<file path="src/verilog/otpg_pkg.sv">
package otpg_pkg;

	localparam int unsigned SAMPLE_W   = 16;
	localparam int unsigned USER_WORDS = 4;
	localparam int unsigned USER_BYTES = 8;

	typedef logic [SAMPLE_W-1:0]                 otpg_sample_t;
	typedef logic [USER_WORDS-1:0][SAMPLE_W-1:0] otpg_user_t;

	typedef struct packed {
		otpg_sample_t i;
		otpg_sample_t q;
	} otpg_pair_s;

	typedef enum logic [3:0] {
		OTPG_MODE_NORMAL   = 4'b0000,
		OTPG_MODE_MIDSCALE = 4'b0001,
		OTPG_MODE_POS_FULL = 4'b0010,
		OTPG_MODE_NEG_FULL = 4'b0011,
		OTPG_MODE_CHECKER  = 4'b0100,
		OTPG_MODE_PRS_LONG = 4'b0101,
		OTPG_MODE_PRS_SHRT = 4'b0110,
		OTPG_MODE_TOGGLE   = 4'b0111,
		OTPG_MODE_USER     = 4'b1000,
		OTPG_MODE_RAMP     = 4'b1111
	} otpg_mode_e;

	typedef struct packed {
		logic       user_single;
		logic       long_sequence_hold;
		logic       short_sequence_hold;
		otpg_mode_e mode;
	} otpg_ctrl_s;

	// Register indices; byte address is four times the index
	localparam logic [11:0] IDX_TEST_ENABLE = 12'h0347;
	localparam logic [11:0] IDX_CONTROL     = 12'h0550;
	localparam logic [11:0] IDX_USER1_LOW   = 12'h0551;
	localparam logic [11:0] IDX_USER1_HIGH  = 12'h0552;
	localparam logic [11:0] IDX_USER2_LOW   = 12'h0553;
	localparam logic [11:0] IDX_USER2_HIGH  = 12'h0554;
	localparam logic [11:0] IDX_USER3_LOW   = 12'h0555;
	localparam logic [11:0] IDX_USER3_HIGH  = 12'h0556;
	localparam logic [11:0] IDX_USER4_LOW   = 12'h0557;
	localparam logic [11:0] IDX_USER4_HIGH  = 12'h0558;
	localparam logic [11:0] IDX_STATUS      = 12'h055B;

	localparam int unsigned TEST_EN_I_BIT   = 0;
	localparam int unsigned TEST_EN_Q_BIT   = 2;
	localparam int unsigned CTRL_SINGLE_BIT = 7;
	localparam int unsigned CTRL_LONG_BIT   = 5;
	localparam int unsigned CTRL_SHORT_BIT  = 4;
	localparam int unsigned CTRL_MODE_LSB   = 0;

	localparam logic [7:0] TEST_ENABLE_MASK = 8'h05;
	localparam logic [7:0] CONTROL_MASK     = 8'hBF;
	localparam logic [7:0] TEST_ENABLE_RST  = 8'h00;
	localparam logic [7:0] CONTROL_RST      = 8'h00;
	localparam logic [7:0] USER_BYTE_RST    = 8'h00;

	localparam otpg_sample_t PAT_MIDSCALE  = 16'h0000;
	localparam otpg_sample_t PAT_POS_FULL  = 16'h7FFF;
	localparam otpg_sample_t PAT_NEG_FULL  = 16'h8000;
	localparam otpg_sample_t PAT_CHECKER_A = 16'h5555;
	localparam otpg_sample_t PAT_CHECKER_B = 16'hAAAA;
	localparam otpg_sample_t PAT_ONES      = 16'hFFFF;
	localparam otpg_sample_t PAT_ZERO      = 16'h0000;

	localparam int unsigned LONG_W    = 23;
	localparam int unsigned LONG_TAP  = 18;
	localparam int unsigned SHORT_W   = 9;
	localparam int unsigned SHORT_TAP = 5;

endpackage : otpg_pkg

</file>
<file path="src/verilog/otpg_sequence.sv">
module otpg_sequence #(
	parameter int unsigned W   = 9,
	parameter int unsigned TAP = 5
) (
	input  wire logic                  clk_i,
	input  wire logic                  rst_i,
	input  wire logic                  hold_i,
	input  wire logic                  step_i,
	output otpg_pkg::otpg_sample_t     word_o
);
	import otpg_pkg::*;

	logic [W-1:0] state;
	logic [W-1:0] next_state;
	otpg_sample_t word;
	otpg_sample_t next_word;
	logic         fb;

	always_comb begin
		fb         = state[W-1] ^ state[TAP-1];
		next_state = state;
		next_word  = word;
		if (hold_i) begin
			next_state = '1;
			next_word  = PAT_ZERO;
		end else if (step_i) begin
			next_state = {state[W-2:0], fb};
			next_word  = {word[SAMPLE_W-2:0], fb};
		end
	end

	always_ff @(posedge clk_i) begin
		if (rst_i) begin
			state <= '1;
			word  <= PAT_ZERO;
		end else begin
			state <= next_state;
			word  <= next_word;
		end
	end

	assign word_o = word;

endmodule : otpg_sequence

</file>
<file path="src/verilog/otpg_pattern.sv">
module otpg_pattern (
	input  wire logic                  clk_i,
	input  wire logic                  rst_i,
	input  otpg_pkg::otpg_ctrl_s       ctrl_i,
	input  otpg_pkg::otpg_user_t       user_i,
	input  wire logic                  step_i,
	output otpg_pkg::otpg_sample_t     pattern_o,
	output logic                       user_done_o,
	output logic [1:0]                 user_index_o
);
	import otpg_pkg::*;

	logic         phase;
	logic         next_phase;
	otpg_sample_t ramp;
	otpg_sample_t next_ramp;
	logic [1:0]   index;
	logic [1:0]   next_index;
	logic         done;
	logic         next_done;
	otpg_sample_t long_word;
	otpg_sample_t short_word;

	otpg_sequence #(.W(LONG_W), .TAP(LONG_TAP)) u_long (
		.clk_i  (clk_i),
		.rst_i  (rst_i),
		.hold_i (ctrl_i.long_sequence_hold),
		.step_i (step_i),
		.word_o (long_word)
	);

	otpg_sequence #(.W(SHORT_W), .TAP(SHORT_TAP)) u_short (
		.clk_i  (clk_i),
		.rst_i  (rst_i),
		.hold_i (ctrl_i.short_sequence_hold),
		.step_i (step_i),
		.word_o (short_word)
	);

	always_comb begin
		next_phase = phase;
		next_ramp  = ramp;
		next_index = index;
		next_done  = done;
		if (step_i) begin
			next_phase = ~phase;
		end
		if (ctrl_i.mode != OTPG_MODE_RAMP) begin
			next_ramp = PAT_ZERO;
		end else if (step_i) begin
			next_ramp = ramp + 16'h0001;
		end
		if (ctrl_i.mode != OTPG_MODE_USER) begin
			next_index = 2'b00;
			next_done  = 1'b0;
		end else if (!ctrl_i.user_single) begin
			// Repeat mode never stays stopped after a single pass
			next_done = 1'b0;
			if (step_i) begin
				next_index = index + 2'b01;
			end
		end else if (step_i && !done) begin
			next_index = index + 2'b01;
			if (index == 2'b11) begin
				next_done = 1'b1;
			end
		end
	end

	always_ff @(posedge clk_i) begin
		if (rst_i) begin
			phase <= 1'b0;
			ramp  <= PAT_ZERO;
			index <= 2'b00;
			done  <= 1'b0;
		end else begin
			phase <= next_phase;
			ramp  <= next_ramp;
			index <= next_index;
			done  <= next_done;
		end
	end

	always_comb begin
		unique case (ctrl_i.mode)
			OTPG_MODE_NORMAL:   pattern_o = PAT_ZERO;
			OTPG_MODE_MIDSCALE: pattern_o = PAT_MIDSCALE;
			OTPG_MODE_POS_FULL: pattern_o = PAT_POS_FULL;
			OTPG_MODE_NEG_FULL: pattern_o = PAT_NEG_FULL;
			OTPG_MODE_CHECKER: begin
				pattern_o = phase ? PAT_CHECKER_B : PAT_CHECKER_A;
			end
			OTPG_MODE_PRS_LONG: pattern_o = long_word;
			OTPG_MODE_PRS_SHRT: pattern_o = short_word;
			OTPG_MODE_TOGGLE: begin
				pattern_o = phase ? PAT_ZERO : PAT_ONES;
			end
			OTPG_MODE_USER: begin
				pattern_o = user_i[index];
				if (done && ctrl_i.user_single) begin
					pattern_o = PAT_ZERO;
				end
			end
			OTPG_MODE_RAMP:     pattern_o = ramp;
			default:            pattern_o = PAT_ZERO;
		endcase
	end

	assign user_done_o  = done;
	assign user_index_o = index;

	a_ramp_step: assert property (
		@(posedge clk_i) disable iff (rst_i)
		(ctrl_i.mode == OTPG_MODE_RAMP && step_i) ##1
		(ctrl_i.mode == OTPG_MODE_RAMP)
		|-> ramp == $past(ramp) + 16'h0001
	) else $error("ramp did not advance by one");

	a_user_wrap: assert property (
		@(posedge clk_i) disable iff (rst_i)
		(ctrl_i.mode == OTPG_MODE_USER && !ctrl_i.user_single
			&& index == 2'b11 && step_i)
		|=> index == 2'b00 && !done
	) else $error("user words did not repeat");

	a_user_single: assert property (
		@(posedge clk_i) disable iff (rst_i)
		(ctrl_i.mode == OTPG_MODE_USER && ctrl_i.user_single
			&& index == 2'b11 && step_i && !done)
		##1 (ctrl_i.mode == OTPG_MODE_USER) |-> done
	) else $error("single user pass did not stop");

	a_long_hold: assert property (
		@(posedge clk_i) disable iff (rst_i)
		ctrl_i.long_sequence_hold |=> long_word == PAT_ZERO
	) else $error("long sequence ran while held");

	a_short_hold: assert property (
		@(posedge clk_i) disable iff (rst_i)
		ctrl_i.short_sequence_hold |=> short_word == PAT_ZERO
	) else $error("short sequence ran while held");

endmodule : otpg_pattern

</file>
<file path="src/verilog/otpg_top.sv">
// Functional notes
// - Quadrature test enable set swaps Q samples for B/D patterns.
// - In-phase test enable set swaps I samples for A/C patterns.
// - The 4-bit selector picks normal, fixed, checker, PRS, toggle, user, ramp.
// - User mode sends the words in order, repeating or once only.
// - The long sequence hold bit keeps the long generator in reset.
// - The short sequence hold bit keeps the short generator in reset.
// - Each user word is a low byte then a high byte, reset to zero.
// - The fourth user word sits in the two addresses after the third.
//
// Design decision made here: the Wishbone register port.
module otpg_top (
	input  wire logic                  clk_i,
	input  wire logic                  rst_i,
	input  wire logic                  wb_cyc_i,
	input  wire logic                  wb_stb_i,
	input  wire logic                  wb_we_i,
	input  wire logic [13:0]           wb_adr_i,
	input  wire logic [3:0]            wb_sel_i,
	input  wire logic [31:0]           wb_dat_i,
	output logic      [31:0]           wb_dat_o,
	output logic                       wb_ack_o,
	input  wire logic                  sample_valid_i,
	input  otpg_pkg::otpg_pair_s       sample_i,
	output logic                       sample_valid_o,
	output otpg_pkg::otpg_pair_s       sample_o
);
	import otpg_pkg::*;

	// Register file state
	logic [7:0]  test_enable;
	logic [7:0]  next_test_enable;
	logic [7:0]  control;
	logic [7:0]  next_control;
	logic [7:0]  user_bytes [USER_BYTES];
	logic [7:0]  next_user_bytes [USER_BYTES];
	logic        ack;
	logic        next_ack;
	logic [31:0] dat;
	logic [31:0] next_dat;

	// Output sample state
	otpg_pair_s  out_pair;
	otpg_pair_s  next_out_pair;
	logic        out_valid;
	logic        next_out_valid;

	logic        req;
	logic        wr_now;
	logic [11:0] idx;
	logic [7:0]  rd_byte;
	logic [7:0]  status;
	otpg_ctrl_s  ctrl;
	otpg_user_t  user_words;
	otpg_sample_t pat_i;
	otpg_sample_t pat_q;
	logic        done_i;
	logic        done_q;
	logic [1:0]  index_i;
	logic [1:0]  index_q;
	logic        en_i;
	logic        en_q;
	logic        mode_on;

	assign req    = wb_cyc_i && wb_stb_i;
	// Write lands on the edge where the master sees ack
	assign wr_now = req && ack && wb_we_i && wb_sel_i[0];
	assign idx    = wb_adr_i[13:2];

	assign ctrl = '{
		user_single:         control[CTRL_SINGLE_BIT],
		long_sequence_hold:  control[CTRL_LONG_BIT],
		short_sequence_hold: control[CTRL_SHORT_BIT],
		mode:                otpg_mode_e'(control[CTRL_MODE_LSB +: 4])
	};

	always_comb begin
		for (int k = 0; k < USER_WORDS; k++) begin
			user_words[k] = {user_bytes[2*k+1], user_bytes[2*k]};
		end
	end

	assign status = {2'b00, done_q, done_i, index_q, index_i};

	always_comb begin
		unique case (idx)
			IDX_TEST_ENABLE: rd_byte = test_enable;
			IDX_CONTROL:     rd_byte = control;
			IDX_USER1_LOW:   rd_byte = user_bytes[0];
			IDX_USER1_HIGH:  rd_byte = user_bytes[1];
			IDX_USER2_LOW:   rd_byte = user_bytes[2];
			IDX_USER2_HIGH:  rd_byte = user_bytes[3];
			IDX_USER3_LOW:   rd_byte = user_bytes[4];
			IDX_USER3_HIGH:  rd_byte = user_bytes[5];
			IDX_USER4_LOW:   rd_byte = user_bytes[6];
			IDX_USER4_HIGH:  rd_byte = user_bytes[7];
			IDX_STATUS:      rd_byte = status;
			default:         rd_byte = 8'h00;
		endcase
	end

	always_comb begin
		next_test_enable = test_enable;
		next_control     = control;
		for (int k = 0; k < USER_BYTES; k++) begin
			next_user_bytes[k] = user_bytes[k];
		end
		next_ack = req && !ack;
		next_dat = 32'h0000_0000;
		if (req && !ack && !wb_we_i) begin
			next_dat = {24'h00_0000, rd_byte};
		end
		if (wr_now) begin
			unique case (idx)
				IDX_TEST_ENABLE: begin
					next_test_enable = wb_dat_i[7:0] & TEST_ENABLE_MASK;
				end
				IDX_CONTROL: begin
					next_control = wb_dat_i[7:0] & CONTROL_MASK;
				end
				IDX_USER1_LOW:  next_user_bytes[0] = wb_dat_i[7:0];
				IDX_USER1_HIGH: next_user_bytes[1] = wb_dat_i[7:0];
				IDX_USER2_LOW:  next_user_bytes[2] = wb_dat_i[7:0];
				IDX_USER2_HIGH: next_user_bytes[3] = wb_dat_i[7:0];
				IDX_USER3_LOW:  next_user_bytes[4] = wb_dat_i[7:0];
				IDX_USER3_HIGH: next_user_bytes[5] = wb_dat_i[7:0];
				IDX_USER4_LOW:  next_user_bytes[6] = wb_dat_i[7:0];
				IDX_USER4_HIGH: next_user_bytes[7] = wb_dat_i[7:0];
				default: begin
					next_test_enable = test_enable;
				end
			endcase
		end
	end

	always_ff @(posedge clk_i) begin
		if (rst_i) begin
			test_enable <= TEST_ENABLE_RST;
			control     <= CONTROL_RST;
			for (int k = 0; k < USER_BYTES; k++) begin
				user_bytes[k] <= USER_BYTE_RST;
			end
			ack <= 1'b0;
			dat <= 32'h0000_0000;
		end else begin
			test_enable <= next_test_enable;
			control     <= next_control;
			for (int k = 0; k < USER_BYTES; k++) begin
				user_bytes[k] <= next_user_bytes[k];
			end
			ack <= next_ack;
			dat <= next_dat;
		end
	end

	assign wb_ack_o = ack;
	assign wb_dat_o = dat;

	// A/C block serves I, B/D block serves Q
	otpg_pattern u_block_ac (
		.clk_i        (clk_i),
		.rst_i        (rst_i),
		.ctrl_i       (ctrl),
		.user_i       (user_words),
		.step_i       (sample_valid_i),
		.pattern_o    (pat_i),
		.user_done_o  (done_i),
		.user_index_o (index_i)
	);

	otpg_pattern u_block_bd (
		.clk_i        (clk_i),
		.rst_i        (rst_i),
		.ctrl_i       (ctrl),
		.user_i       (user_words),
		.step_i       (sample_valid_i),
		.pattern_o    (pat_q),
		.user_done_o  (done_q),
		.user_index_o (index_q)
	);

	assign mode_on = ctrl.mode != OTPG_MODE_NORMAL;
	assign en_i    = test_enable[TEST_EN_I_BIT] && mode_on;
	assign en_q    = test_enable[TEST_EN_Q_BIT] && mode_on;

	always_comb begin
		next_out_pair  = out_pair;
		next_out_valid = sample_valid_i;
		if (sample_valid_i) begin
			next_out_pair.i = en_i ? pat_i : sample_i.i;
			next_out_pair.q = en_q ? pat_q : sample_i.q;
		end
	end

	always_ff @(posedge clk_i) begin
		if (rst_i) begin
			out_pair  <= '0;
			out_valid <= 1'b0;
		end else begin
			out_pair  <= next_out_pair;
			out_valid <= next_out_valid;
		end
	end

	assign sample_o       = out_pair;
	assign sample_valid_o = out_valid;

	a_q_passthru: assert property (
		@(posedge clk_i) disable iff (rst_i)
		sample_valid_i && !test_enable[TEST_EN_Q_BIT]
		|=> sample_valid_o && sample_o.q == $past(sample_i.q)
	) else $error("Q sample altered with test disabled");

	a_q_pattern: assert property (
		@(posedge clk_i) disable iff (rst_i)
		sample_valid_i && en_q |=> sample_o.q == $past(pat_q)
	) else $error("Q sample not replaced by pattern");

	a_i_passthru: assert property (
		@(posedge clk_i) disable iff (rst_i)
		sample_valid_i && !test_enable[TEST_EN_I_BIT]
		|=> sample_valid_o && sample_o.i == $past(sample_i.i)
	) else $error("I sample altered with test disabled");

	a_i_pattern: assert property (
		@(posedge clk_i) disable iff (rst_i)
		sample_valid_i && en_i |=> sample_o.i == $past(pat_i)
	) else $error("I sample not replaced by pattern");

	a_fixed_full: assert property (
		@(posedge clk_i) disable iff (rst_i)
		sample_valid_i && en_i && ctrl.mode == OTPG_MODE_POS_FULL
		|=> sample_o.i == PAT_POS_FULL
	) else $error("positive full scale code wrong");

	a_ack_pulse: assert property (
		@(posedge clk_i) disable iff (rst_i)
		wb_ack_o |=> !wb_ack_o
	) else $error("ack held longer than one cycle");

	a_byte_store: assert property (
		@(posedge clk_i) disable iff (rst_i)
		wr_now && idx == IDX_USER1_HIGH
		|=> user_words[0][15:8] == $past(wb_dat_i[7:0])
	) else $error("user word high byte not stored");

	a_word4_low: assert property (
		@(posedge clk_i) disable iff (rst_i)
		wr_now && idx == IDX_USER4_LOW
		|=> user_words[3][7:0] == $past(wb_dat_i[7:0])
	) else $error("fourth user word low byte not stored");

	a_user_reset: assert property (
		@(posedge clk_i)
		rst_i |=> user_words == '0
	) else $error("user words not cleared by reset");

	a_q_mode_off: assert property (
		@(posedge clk_i) disable iff (rst_i)
		sample_valid_i && ctrl.mode == OTPG_MODE_NORMAL
		|=> sample_o.q == $past(sample_i.q)
	) else $error("Q sample altered in normal operation");

	a_i_mode_off: assert property (
		@(posedge clk_i) disable iff (rst_i)
		sample_valid_i && ctrl.mode == OTPG_MODE_NORMAL
		|=> sample_o.i == $past(sample_i.i)
	) else $error("I sample altered in normal operation");

	a_neg_full: assert property (
		@(posedge clk_i) disable iff (rst_i)
		sample_valid_i && en_q && ctrl.mode == OTPG_MODE_NEG_FULL
		|=> sample_o.q == PAT_NEG_FULL
	) else $error("negative full scale code wrong");

	a_ack_answer: assert property (
		@(posedge clk_i) disable iff (rst_i)
		req && !wb_ack_o |=> wb_ack_o
	) else $error("bus request not acknowledged next cycle");

	a_dat_idle: assert property (
		@(posedge clk_i) disable iff (rst_i)
		!wb_ack_o |-> wb_dat_o == 32'h0000_0000
	) else $error("read data driven outside an answer");

	a_valid_delay: assert property (
		@(posedge clk_i) disable iff (rst_i)
		sample_valid_i |=> sample_valid_o
	) else $error("output strobe missing after input sample");

	a_valid_quiet: assert property (
		@(posedge clk_i) disable iff (rst_i)
		!sample_valid_i |=> !sample_valid_o
	) else $error("output strobe without input sample");

endmodule : otpg_top

</file>
<file path="config.mk">
export PLATFORM = sky130hd
export DESIGN_NAME = otpg_top
export DESIGN_NICKNAME = d
export VERILOG_FILES = /design/src/verilog/otpg_pkg.sv /design/src/verilog/otpg_sequence.sv /design/src/verilog/otpg_pattern.sv /design/src/verilog/otpg_top.sv
export SDC_FILE = /design/constraint.sdc
export NUM_CORES = 1
export LEC_CHECK = 0
export BUFFER_PORTS_ARGS = -buffer_cell sky130_fd_sc_hd__buf_4
export CORE_MARGIN = 2
export CORE_UTILIZATION = 60
export CTS_BUF_LIST = sky130_fd_sc_hd__clkbuf_4 sky130_fd_sc_hd__clkbuf_8
export CTS_CLUSTER_SIZE = 25
export DETAILED_ROUTE_END_ITERATION = 10
export PLACE_DENSITY = 0.88
export SLEW_MARGIN = 5
export SYNTH_ARGS = -nofsm -noshare
export SYNTH_HDL_FRONTEND = slang
export SYNTH_HIERARCHICAL = 1
export SYNTH_SLANG_ARGS = --single-unit
export TNS_END_PERCENT = 20
</file>
<file path="constraint.sdc">
create_clock -name clk_i -period 3.6 [get_ports clk_i]
set_input_delay 0.36 -clock clk_i [delete_from_list [all_inputs] [get_ports clk_i]]
set_output_delay 0.36 -clock clk_i [all_outputs]
set_load 0.005 [all_outputs]
</file>
==> results of run 1 <==
power breakdown:
group | switching (uW) | total (uW) | internal [uW]
Combinational | 208 | 377 | 169
Sequential | 25.7 | 3200 | 3170
Clock | 1300 | 2910 | 1610
worst max-delay path: stages, from the launching register on:
cell	delay, ps
dfxtp_1	900
nand3_1	290
nor2_1	710
a22oi_1	200
nand3_1	130
nand3_1	120
a311oi_1	310
sequential cells by signal, indices dropped and copies added (netlist names), 23 cells and up:
signal and flops:
u_block_bd/u_long/state 23, sample_o 32, user_bytes 64, u_block_ac/u_long/state 23
cells by family (layout without fill, tap and decap cells):
kind of cell               Yosys count  count (layout)  synth area share, %
and+or+nand+nor                    572             572                 20.6
adders and majority gates            4               4                0.350
DFF                                283             283                 39.6
buffers and inverters              162             213                 7.17
xor gates and xnor gates            33              33                 2.02
muxes                              240             240                 19.9
AOI/OAI and AO/OA                  194             194                 10.4
other                                1              25               0.0262
cell type report:
cell class                 count  area share, %
multi-input combinational   1067           49.1
antenna                        1         0.0160
sequential                   283           36.1
inverter                      16          0.383
clock inverter                13          0.535
tap                          319           2.55
clock buffer                  72           5.76
timing repair buffer         112           5.49
per-stage QoR:
stage | total power (uW) | worst slack [ps] | instances | instance area (um^2) | hold slack, ps
floorplan | 3540 | 1820 | 1512 | 14400 | 432
global placement | 3630 | 1030 | 1797 | 14700 | 453
detailed placement | 3640 | 916 | 1797 | 14700 | 458
CTS | 6520 | 880 | 1882 | 15700 | 51.4
global route | 6700 | 583 | 1883 | 15700 | 72.0
finish | 6480 | 844 | 1883 | 15700 | 59.9
per-layer routing:
layer	global-route usage [%]	wire, um	vias to the layer above
li1	-	-	5342
met4	15.1	1750	0
met1	33.9	13900	5553
met3	6.53	3310	141
met2	45.7	16600	629
met5	0	0	-
layout by cell type, fill, tap and decap left out, drive strengths merged, types with 6 or more instances in the layout:
cell     netlist  final
nor3          16     16
mux4          33     33
a211oi         8      8
and3           7      7
xnor2         26     26
dfxtp        283    283
nand2b        79     79
clkbuf        30     72
nor2         147    147
nand4         14     14
nand2        159    159
mux2i        204    204
a22o           9      9
or3            6      6
nor2b         14     14
o2bb2ai        7      7
a311oi        32     32
a211o          7      7
o21ai         19     19
a21oi         28     28
a22oi         31     31
o2111ai       15     15
buf          116    112
or2            6      6
conb           1     24
a31oi          7      7
xor2           7      7
nand3         75     75
or3b          10     10
clkinv         0     11
inv           16     18
nor4          15     15
path summary, 6_finish.rpt:
check                                           startpoint                                       end  slack (ps)  cells past startpoint
setup / recovery                   control[1]$_SDFFE_PP0P_                  sample_o[0]$_SDFFE_PP0P_         840                      6
setup reg to reg                   control[1]$_SDFFE_PP0P_                  sample_o[0]$_SDFFE_PP0P_         840                      6
hold reg to reg   u_block_bd/u_short/state[1]$_SDFFE_PP1P_  u_block_bd/u_short/state[2]$_SDFFE_PP1P_         470                      2
hold / removal                                 sample_i[8]                  sample_o[8]$_SDFFE_PP0P_          60                      3
==> impl_metrics.yaml, run 1 <==
status:
  status: "finished clean"
sta:
  rsz0062_at_grt: "false"
  timing.clock.skew_ps: 18.4
  worst_slew_margin_rel_pct: 33.0
  hold_violations: 0
  maxSlewViolCount: 0
  setup_viol: 0
  max_slew.worst_pin.slew_ps: 1000
  fmax_mhz: 363
  post-route-period-util_pct: 76.5
  totalNegativeSetupSlack_ps: 0
  fin_crit_ps: 2760
layout:
  syn_to_final_growth_pct: 9.58
  multi_input_area_um2: 7700
  postLayoutCoreUtil_pct: 66.8
  final-seq-area_um2: 5670
  finalNetCount: 1618
  n_fill_cell: 1735
  drive_above_1_share_pct: 17.3
critical_path:
  critical_path.startpoint_type: "flip-flop"
  worst-endpoint-required_ps: 4070
  worstSetupEndpointType: "flip-flop"
  timing.setup.critical_path_class: "reg -> reg"
  arrival_ps: 3230
  worst-path-max-fanout: 20
die:
  die_width_um: 158
  initial_utilization_pct: 61.0
  die_h_um: 158
  area_of_the_die_um2: 25100
  rows: 56
  ios: 154
  core_um2: 23500
logic_synthesis:
  synth_area_um2: 14300
  async_reset_ff_share_pct: 0
  dominantRegCellSynth: "dfxtp_1"
  ys_top_cells_by_count: "dfxtp_1, mux2i_1, nand2_1"
  number_of_register_bits_inferred_by_synthesis: 283
  synthMostInstantiatedCell: "dfxtp_1"
  cell_count_after_synthesis: 1489
  yosys_cell_types: 81
  synth-seq-area-share_pct: 39.6
  syn_avg_cell_area_um2: 9.61
  synth_top_area_cell: "dfxtp_1"
  synth_edf_count: 0
  synth.yosys.warnings: 6
  synth_top_cell_area_share_pct: 39.6
  synth.area.top_cells: "dfxtp_1, mux2i_1, mux4_2"
grt:
  number_of_antenna_violations_at_the_first_check_in_global_routing: 1
  grt_pass1_vias: 11000
  grt_usage_pct: 27.8
  overflow: 0
  wire_length_of_the_first_global_routing_pass_mm: 55.8
  grt_max_degree: 86
route:
  wire_per_inst_um: 18.9
  drt_iter0_drc: 1299
  ant_nets: 0
  wirelength_mm: 35.6
  drt_first_pass_iters: 6
  route.vias.total: 11700
  viasPerCell: 6.19
  drt_drc_violations_left: 0
clock_network:
  clk_path_buf_depth: 3
  cts.sinks: 283
  clkTransAtPathRegs_ps: 60
  tritoncts.num_buffers: 46
  h-tree-depth: 2
  insertion_delay_ps: 570
  cts_setup_buffers: 0
  cts_hold_buffers: 0
  cts.root.buffer_cell: "clkbuf_8"
  number_of_cells_upsized_or_downsized_after_cts: 0
  cts_tree: "built"
placement:
  hpwl_mm: 24.1
  io_buffers: 100
  gpl.final_weighted_congestion: 0.902
run:
  max_cap_viol_count: 0
power:
  total_leakage_power_uw: 0.00633
  vdd_drop_max_v: 0.000310
  power.density_cell_area_nw_per_um2: 414
worst_hold_path:
  timing.hold.worst.class: "in -> reg"
Power figures use the tool's default switching activity.
==> run 2: changes to the inputs <==
- CORE_UTILIZATION: 60 -> 55
- PLACE_DENSITY: 0.88 -> 0.85
- clock period: 3.6 -> 2.3 ns (I/O delays scaled with it)
==> run 2 against run 1 <==
  * Sequential power is 57% higher
  * Register-to-register slack got worse by 690 ps
  * Worst setup slack worse by 690 ps
  * Count of clock-buffer cells in the layout fell by 11
  * First-iteration DRC count down 8.0%
  * Die area is 8.9% higher
  * Worst hold slack got worse by 33 ps
  * Utilization is 3.2 points lower
  * Sequential cell count unchanged
  * Final area increased by 4.5%
  * Highest routed layer unchanged
==> impl_metrics.yaml, run 2 (synthesis results as in run 1) <==
clock_network:
  cts_tree: "built"
  tritoncts.num_buffers: 46
  clkTransAtPathRegs_ps: 70
  h-tree-depth: 2
  cts.sinks: 283
  clk_path_buf_depth: 3
  cts.root.buffer_cell: "clkbuf_8"
  insertion_delay_ps: 580
  cts_setup_buffers: 0
route:
  viasPerCell: 6.07
  drt_iter0_drc: 1195
  route.vias.total: 11900
  wirelength_mm: 37.5
  ant_nets: 0
  wire_per_inst_um: 19.1
  drt_drc_violations_left: 0
  drt_first_pass_iters: 9
sta:
  hold_violations: 0
  fmax_mhz: 467
  setup_viol: 0
  maxSlewViolCount: 0
  worst_slew_margin_rel_pct: 45.5
  max_slew.worst_pin.slew_ps: 816
  fin_crit_ps: 2140
  post-route-period-util_pct: 93.1
  timing.clock.skew_ps: 32.0
  rsz0062_at_grt: "false"
  totalNegativeSetupSlack_ps: 0
critical_path:
  worstSetupEndpointType: "flip-flop"
  worst-endpoint-required_ps: 2770
  arrival_ps: 2610
  r2r_setup_slack_ps: 160
  critical_path.startpoint_type: "flip-flop"
  timing.setup.critical_path_class: "reg -> reg"
  worst-path-max-fanout: 16
die:
  rows: 59
  core_um2: 25800
  area_of_the_die_um2: 27300
  ios: 154
  die_h_um: 165
  initial_utilization_pct: 55.5
  die_width_um: 165
layout:
  n_fill_cell: 1964
  largest_register: "user_bytes"
  layout.cells.most_common_list: "dfxtp_1, mux2i_1, nand2_1"
  insertedDiodeCount: 0
  mostFrequentLayoutCell: "dfxtp_1"
  finalNetCount: 1690
  drive_above_1_share_pct: 17.8
  largest_register_ffs: 64
  postLayoutCoreUtil_pct: 63.6
  syn_to_final_growth_pct: 14.5
power:
  vdd_drop_max_v: 0.000414
  power.density_cell_area_nw_per_um2: 631
  total_leakage_power_uw: 0.00664
worst_hold_path:
  timing.hold.worst.class: "in -> reg"
grt:
  number_of_antenna_violations_at_the_first_check_in_global_routing: 0
  wire_length_of_the_first_global_routing_pass_mm: 59.1
  overflow: 0
  grt_max_degree: 100
  grt_pass1_vias: 11300
  grt_usage_pct: 27.1
placement:
  hpwl_mm: 24.9
  gpl.final_weighted_congestion: 1.00
  io_buffers: 100
status:
  status: "finished clean"
run:
  max_cap_viol_count: 0
[run 2: power breakdown]
part	switching, uW	internal, uW
Clock	1990	2670
Combinational	351	321
Sequential	42.9	4970
Total	2380	7960
[run 2: timing repair]
action / in CTS / in global routing
endpoints found under the hold margin: 43 / 0
hold buffers: 43 / 0
resized for setup: 0 / 1
endpoints found under the setup margin: 0 / 2
[run 2: path summary, 6_finish.rpt]
check,startpoint,endpoint,cells past startpoint
worst max register to register,control[0]$_SDFFE_PP0P_,sample_o[4]$_SDFFE_PP0P_,8
worst min-delay path,wb_adr_i[7],test_enable[2]$_SDFFE_PP0P_,4
worst max-delay path,control[0]$_SDFFE_PP0P_,sample_o[4]$_SDFFE_PP0P_,8
worst min register to register,u_block_bd/u_long/state[4]$_SDFFE_PP1P_,u_block_bd/u_long/state[4]$_SDFFE_PP1P_,2
[run 2: per-stage QoR]
step	setup slack (ps)	std cells	hold slack, ps	instance area (um^2)	total power [uW]
after floorplan	516	1512	302	14400	5540
after global routing	1.90	1959	17.2	16400	10700
after CTS	207	1959	0.644	16400	10400
final	158	1959	26.9	16400	10300
after global placement	309	1842	451	15000	5690
after detailed placement	239	1842	459	15000	5710
[run 2: final cells by class]
cell class                 count  area (um^2)  area share [%]
clock inverter                13          191            1.17
multi-input combinational   1067         7710            47.0
clock buffer                  61          783            4.78
inverter                      16         60.1           0.367
timing repair buffer         184         1560            9.51
sequential                   283         5670            34.6
tap                          335          419            2.56
[run 2: per-layer routing]
layer / share of wire (%) / GRT usage [%]
met1: 39 / 33.2
met2: 47 / 44.6
met3: 8.4 / 5.47
met4: 5.6 / 15.2
met5: 0 / 0
[run 2: worst max-delay path, stage by stage, from the launching register on]
cell and delay [ps]:
dfxtp_1 410, buf_4 210, nor2b_1 60, buf_4 190
nor4b_1 320, o21ai_1 280, nand3_1 140, nand3_1 90
a311oi_1 360
==> run 3: changes to the inputs <==
- CTS_BUF_LIST: sky130_fd_sc_hd__clkbuf_4 sky130_fd_sc_hd__clkbuf_8 -> sky130_fd_sc_hd__clkbuf_2 sky130_fd_sc_hd__clkbuf_4 sky130_fd_sc_hd__clkbuf_8
- MAX_ROUTING_LAYER: not set -> met4
- SYNTH_HIERARCHICAL: 1 -> not set
==> run 3 against run 2 <==
  * Combinational power is 2% lower
  * First-iteration DRC count up 26%
  * Final cell count grew 0.56%
  * Worst hold slack better by 9.6 ps
  * Clock skew up 7.7 ps
  * Synthesized cell count shrank 0.47%
==> impl_metrics.yaml, run 3 <==
logic_synthesis:
  synth.yosys.warnings: 0
  synth-seq-area-share_pct: 40.2
  async_reset_ff_share_pct: 0
  cell_count_after_synthesis: 1482
  synthMostInstantiatedCell: "dfxtp_1"
  synth_top_cell_area_share_pct: 40.2
  syn_avg_cell_area_um2: 9.50
  yosys_cell_types: 74
  synth_top_area_cell: "dfxtp_1"
  ys_top_cells_by_count: "dfxtp_1, mux2i_1, nor2_1"
  number_of_register_bits_inferred_by_synthesis: 283
  synth_edf_count: 0
  synth.area.top_cells: "dfxtp_1, mux2i_1, mux4_2"
  dominantRegCellSynth: "dfxtp_1"
  synth_area_um2: 14100
critical_path:
  worstPathCellList: "buf_4 -> o21bai_1 -> nor2_1 -> a311oi_2 -> a311oi_1"
  critical_path.startpoint_type: "flip-flop"
  timing.setup.critical_path_class: "reg -> reg"
  worst-path-max-fanout: 13
  rr_worst_depth: 5
  worstSetupEndpointType: "flip-flop"
  slowest_stage: "a311oi_2"
  arrival_ps: 2570
  worst-endpoint-required_ps: 2720
  cp_slowest_stage_delay_ps: 600
layout:
  finalNetCount: 1695
  largest_register_ffs: 64
  largest_register: "user_bytes"
  drive_above_1_share_pct: 19.4
  syn_to_final_growth_pct: 17.5
  mostFrequentLayoutCell: "dfxtp_1"
  layout.cells.most_common_list: "dfxtp_1, mux2i_1, buf_4"
grt:
  grt_max_degree: 120
  grt_usage_pct: 28.9
  wire_length_of_the_first_global_routing_pass_mm: 60.2
  overflow: 0
  number_of_antenna_violations_at_the_first_check_in_global_routing: 2
  grt_pass1_vias: 11300
placement:
  gpl.final_weighted_congestion: 0.974
  io_buffers: 100
  hpwl_mm: 25.4
clock_network:
  cts_tree: "built"
  clkTransAtPathRegs_ps: 60
  clk_path_buf_depth: 3
  cts.root.buffer_cell: "clkbuf_8"
  tritoncts.num_buffers: 47
  cts_setup_buffers: 0
  cts.sinks: 283
  insertion_delay_ps: 580
  h-tree-depth: 2
route:
  wire_per_inst_um: 19.1
  drt_iter0_drc: 1504
  drt_drc_violations_left: 0
  ant_nets: 0
  viasPerCell: 6.06
  wirelength_mm: 37.6
  drt_first_pass_iters: 8
  route.vias.total: 11900
sta:
  totalNegativeSetupSlack_ps: 0
  setup_viol: 0
  worst_slew_margin_rel_pct: 54.3
  fmax_mhz: 464
  maxSlewViolCount: 0
  timing.clock.skew_ps: 39.7
  max_slew.worst_pin.slew_ps: 685
  fin_crit_ps: 2160
  hold_violations: 0
  post-route-period-util_pct: 93.7
  fin_hold_ws_ps: 36.5
  rsz0062_at_grt: "false"
die:
  die_width_um: 164
  die_h_um: 164
  initial_utilization_pct: 55.9
  area_of_the_die_um2: 26900
  core_um2: 25200
  ios: 154
  rows: 58
power:
  total_leakage_power_uw: 0.00697
  power.density_cell_area_nw_per_um2: 624
  vdd_drop_max_v: 0.000398
worst_hold_path:
  timing.hold.worst.class: "in -> reg"
  hold-path-cell-count: 3
run:
  max_cap_viol_count: 0
status:
  status: "finished clean"
-- run 3: cell families (layout without fill, tap and decap cells) --
kind of cell	after synthesis	after routing	synth area share (%)
other cells	1	26	0.0266
simple gates	574	574	21.9
fa+ha+maj	4	4	0.355
mux	241	241	20.4
xor+xnor	32	32	1.99
compound gates	194	194	9.95
flops	283	283	40.2
buf+inv	153	286	5.14
-- run 3: final timing paths --
| path | slack [ps] | startpoint | end |
|---|---|---|---|
| worst max register to register | 140 | control[3]$_SDFFE_PP0P_ | sample_o[3]$_SDFFE_PP0P_ |
| worst min register to register | 470 | u_block_bd.u_long.state[21]$_SDFFE_PP1P_ | u_block_bd.u_long.state[22]$_SDFFE_PP1P_ |
| worst max-delay path | 140 | control[3]$_SDFFE_PP0P_ | sample_o[3]$_SDFFE_PP0P_ |
| worst min-delay path | 40 | sample_i[21] | sample_o[21]$_SDFFE_PP0P_ |
-- run 3: critical path, delay by kind of cell (launching register included) --
family / cells / cell delay (ps)
DFF: 1 / 400
AOI/OAI and AO/OA: 3 / 1110
buffers and inverters: 1 / 270
and+or+nand+nor: 1 / 190
-- run 3: layer usage --
| metal | GRT usage [%] | vias up | wire [um] |
|---|---|---|---|
| li1 | - | 5498 | - |
| met2 | 45.0 | 635 | 17400 |
| met5 | - | - | 0 |
| met4 | 11.2 | 0 | 1310 |
| met3 | 4.72 | 107 | 3250 |
| met1 | 37.8 | 5690 | 15700 |
-- run 3: power by group --
| part | switching (uW) | total [uW] | leakage, uW | internal [uW] |
|---|---|---|---|---|
| Sequential | 45.2 | 5010 | 0.00230 | 4970 |
| Combinational | 350 | 659 | 0.00414 | 310 |
| Clock | 2000 | 4660 | 0.000538 | 2660 |
-- run 3: final cells by class --
class / count / area (um^2)
diodes: 2 / 5.00
well taps: 330 / 413
clock inverters: 5 / 41.3
clock buffers: 79 / 968
multi-input cells: 1069 / 7800
flip-flops and latches: 283 / 5670
fillers: 1875 / 8630
repair buffers: 193 / 1610
inverters: 9 / 33.8
-- run 3: stage by stage --
step           instance area (um^2)  utilization [%]  cells  setup WS, ps  power, uW
3_5_place_dp                  15200             60.3   1851           143       5720
6_report                      16500             65.7   1970           145      10300
4_1_cts                       16500             65.7   1968          94.3      10400
5_1_grt                       16500             65.7   1970          70.7      10700
2_1_floorplan                 14200                -   1505           357       5500
3_3_place_gp                  15200             60.3   1851           198       5700
-- run 3: what timing repair did --
action | CTS | global route
endpoints found under the hold margin | 32 | 0
hold buffers | 33 | 0
endpoints found under the setup margin | 0 | 16
resized for setup | 0 | 3
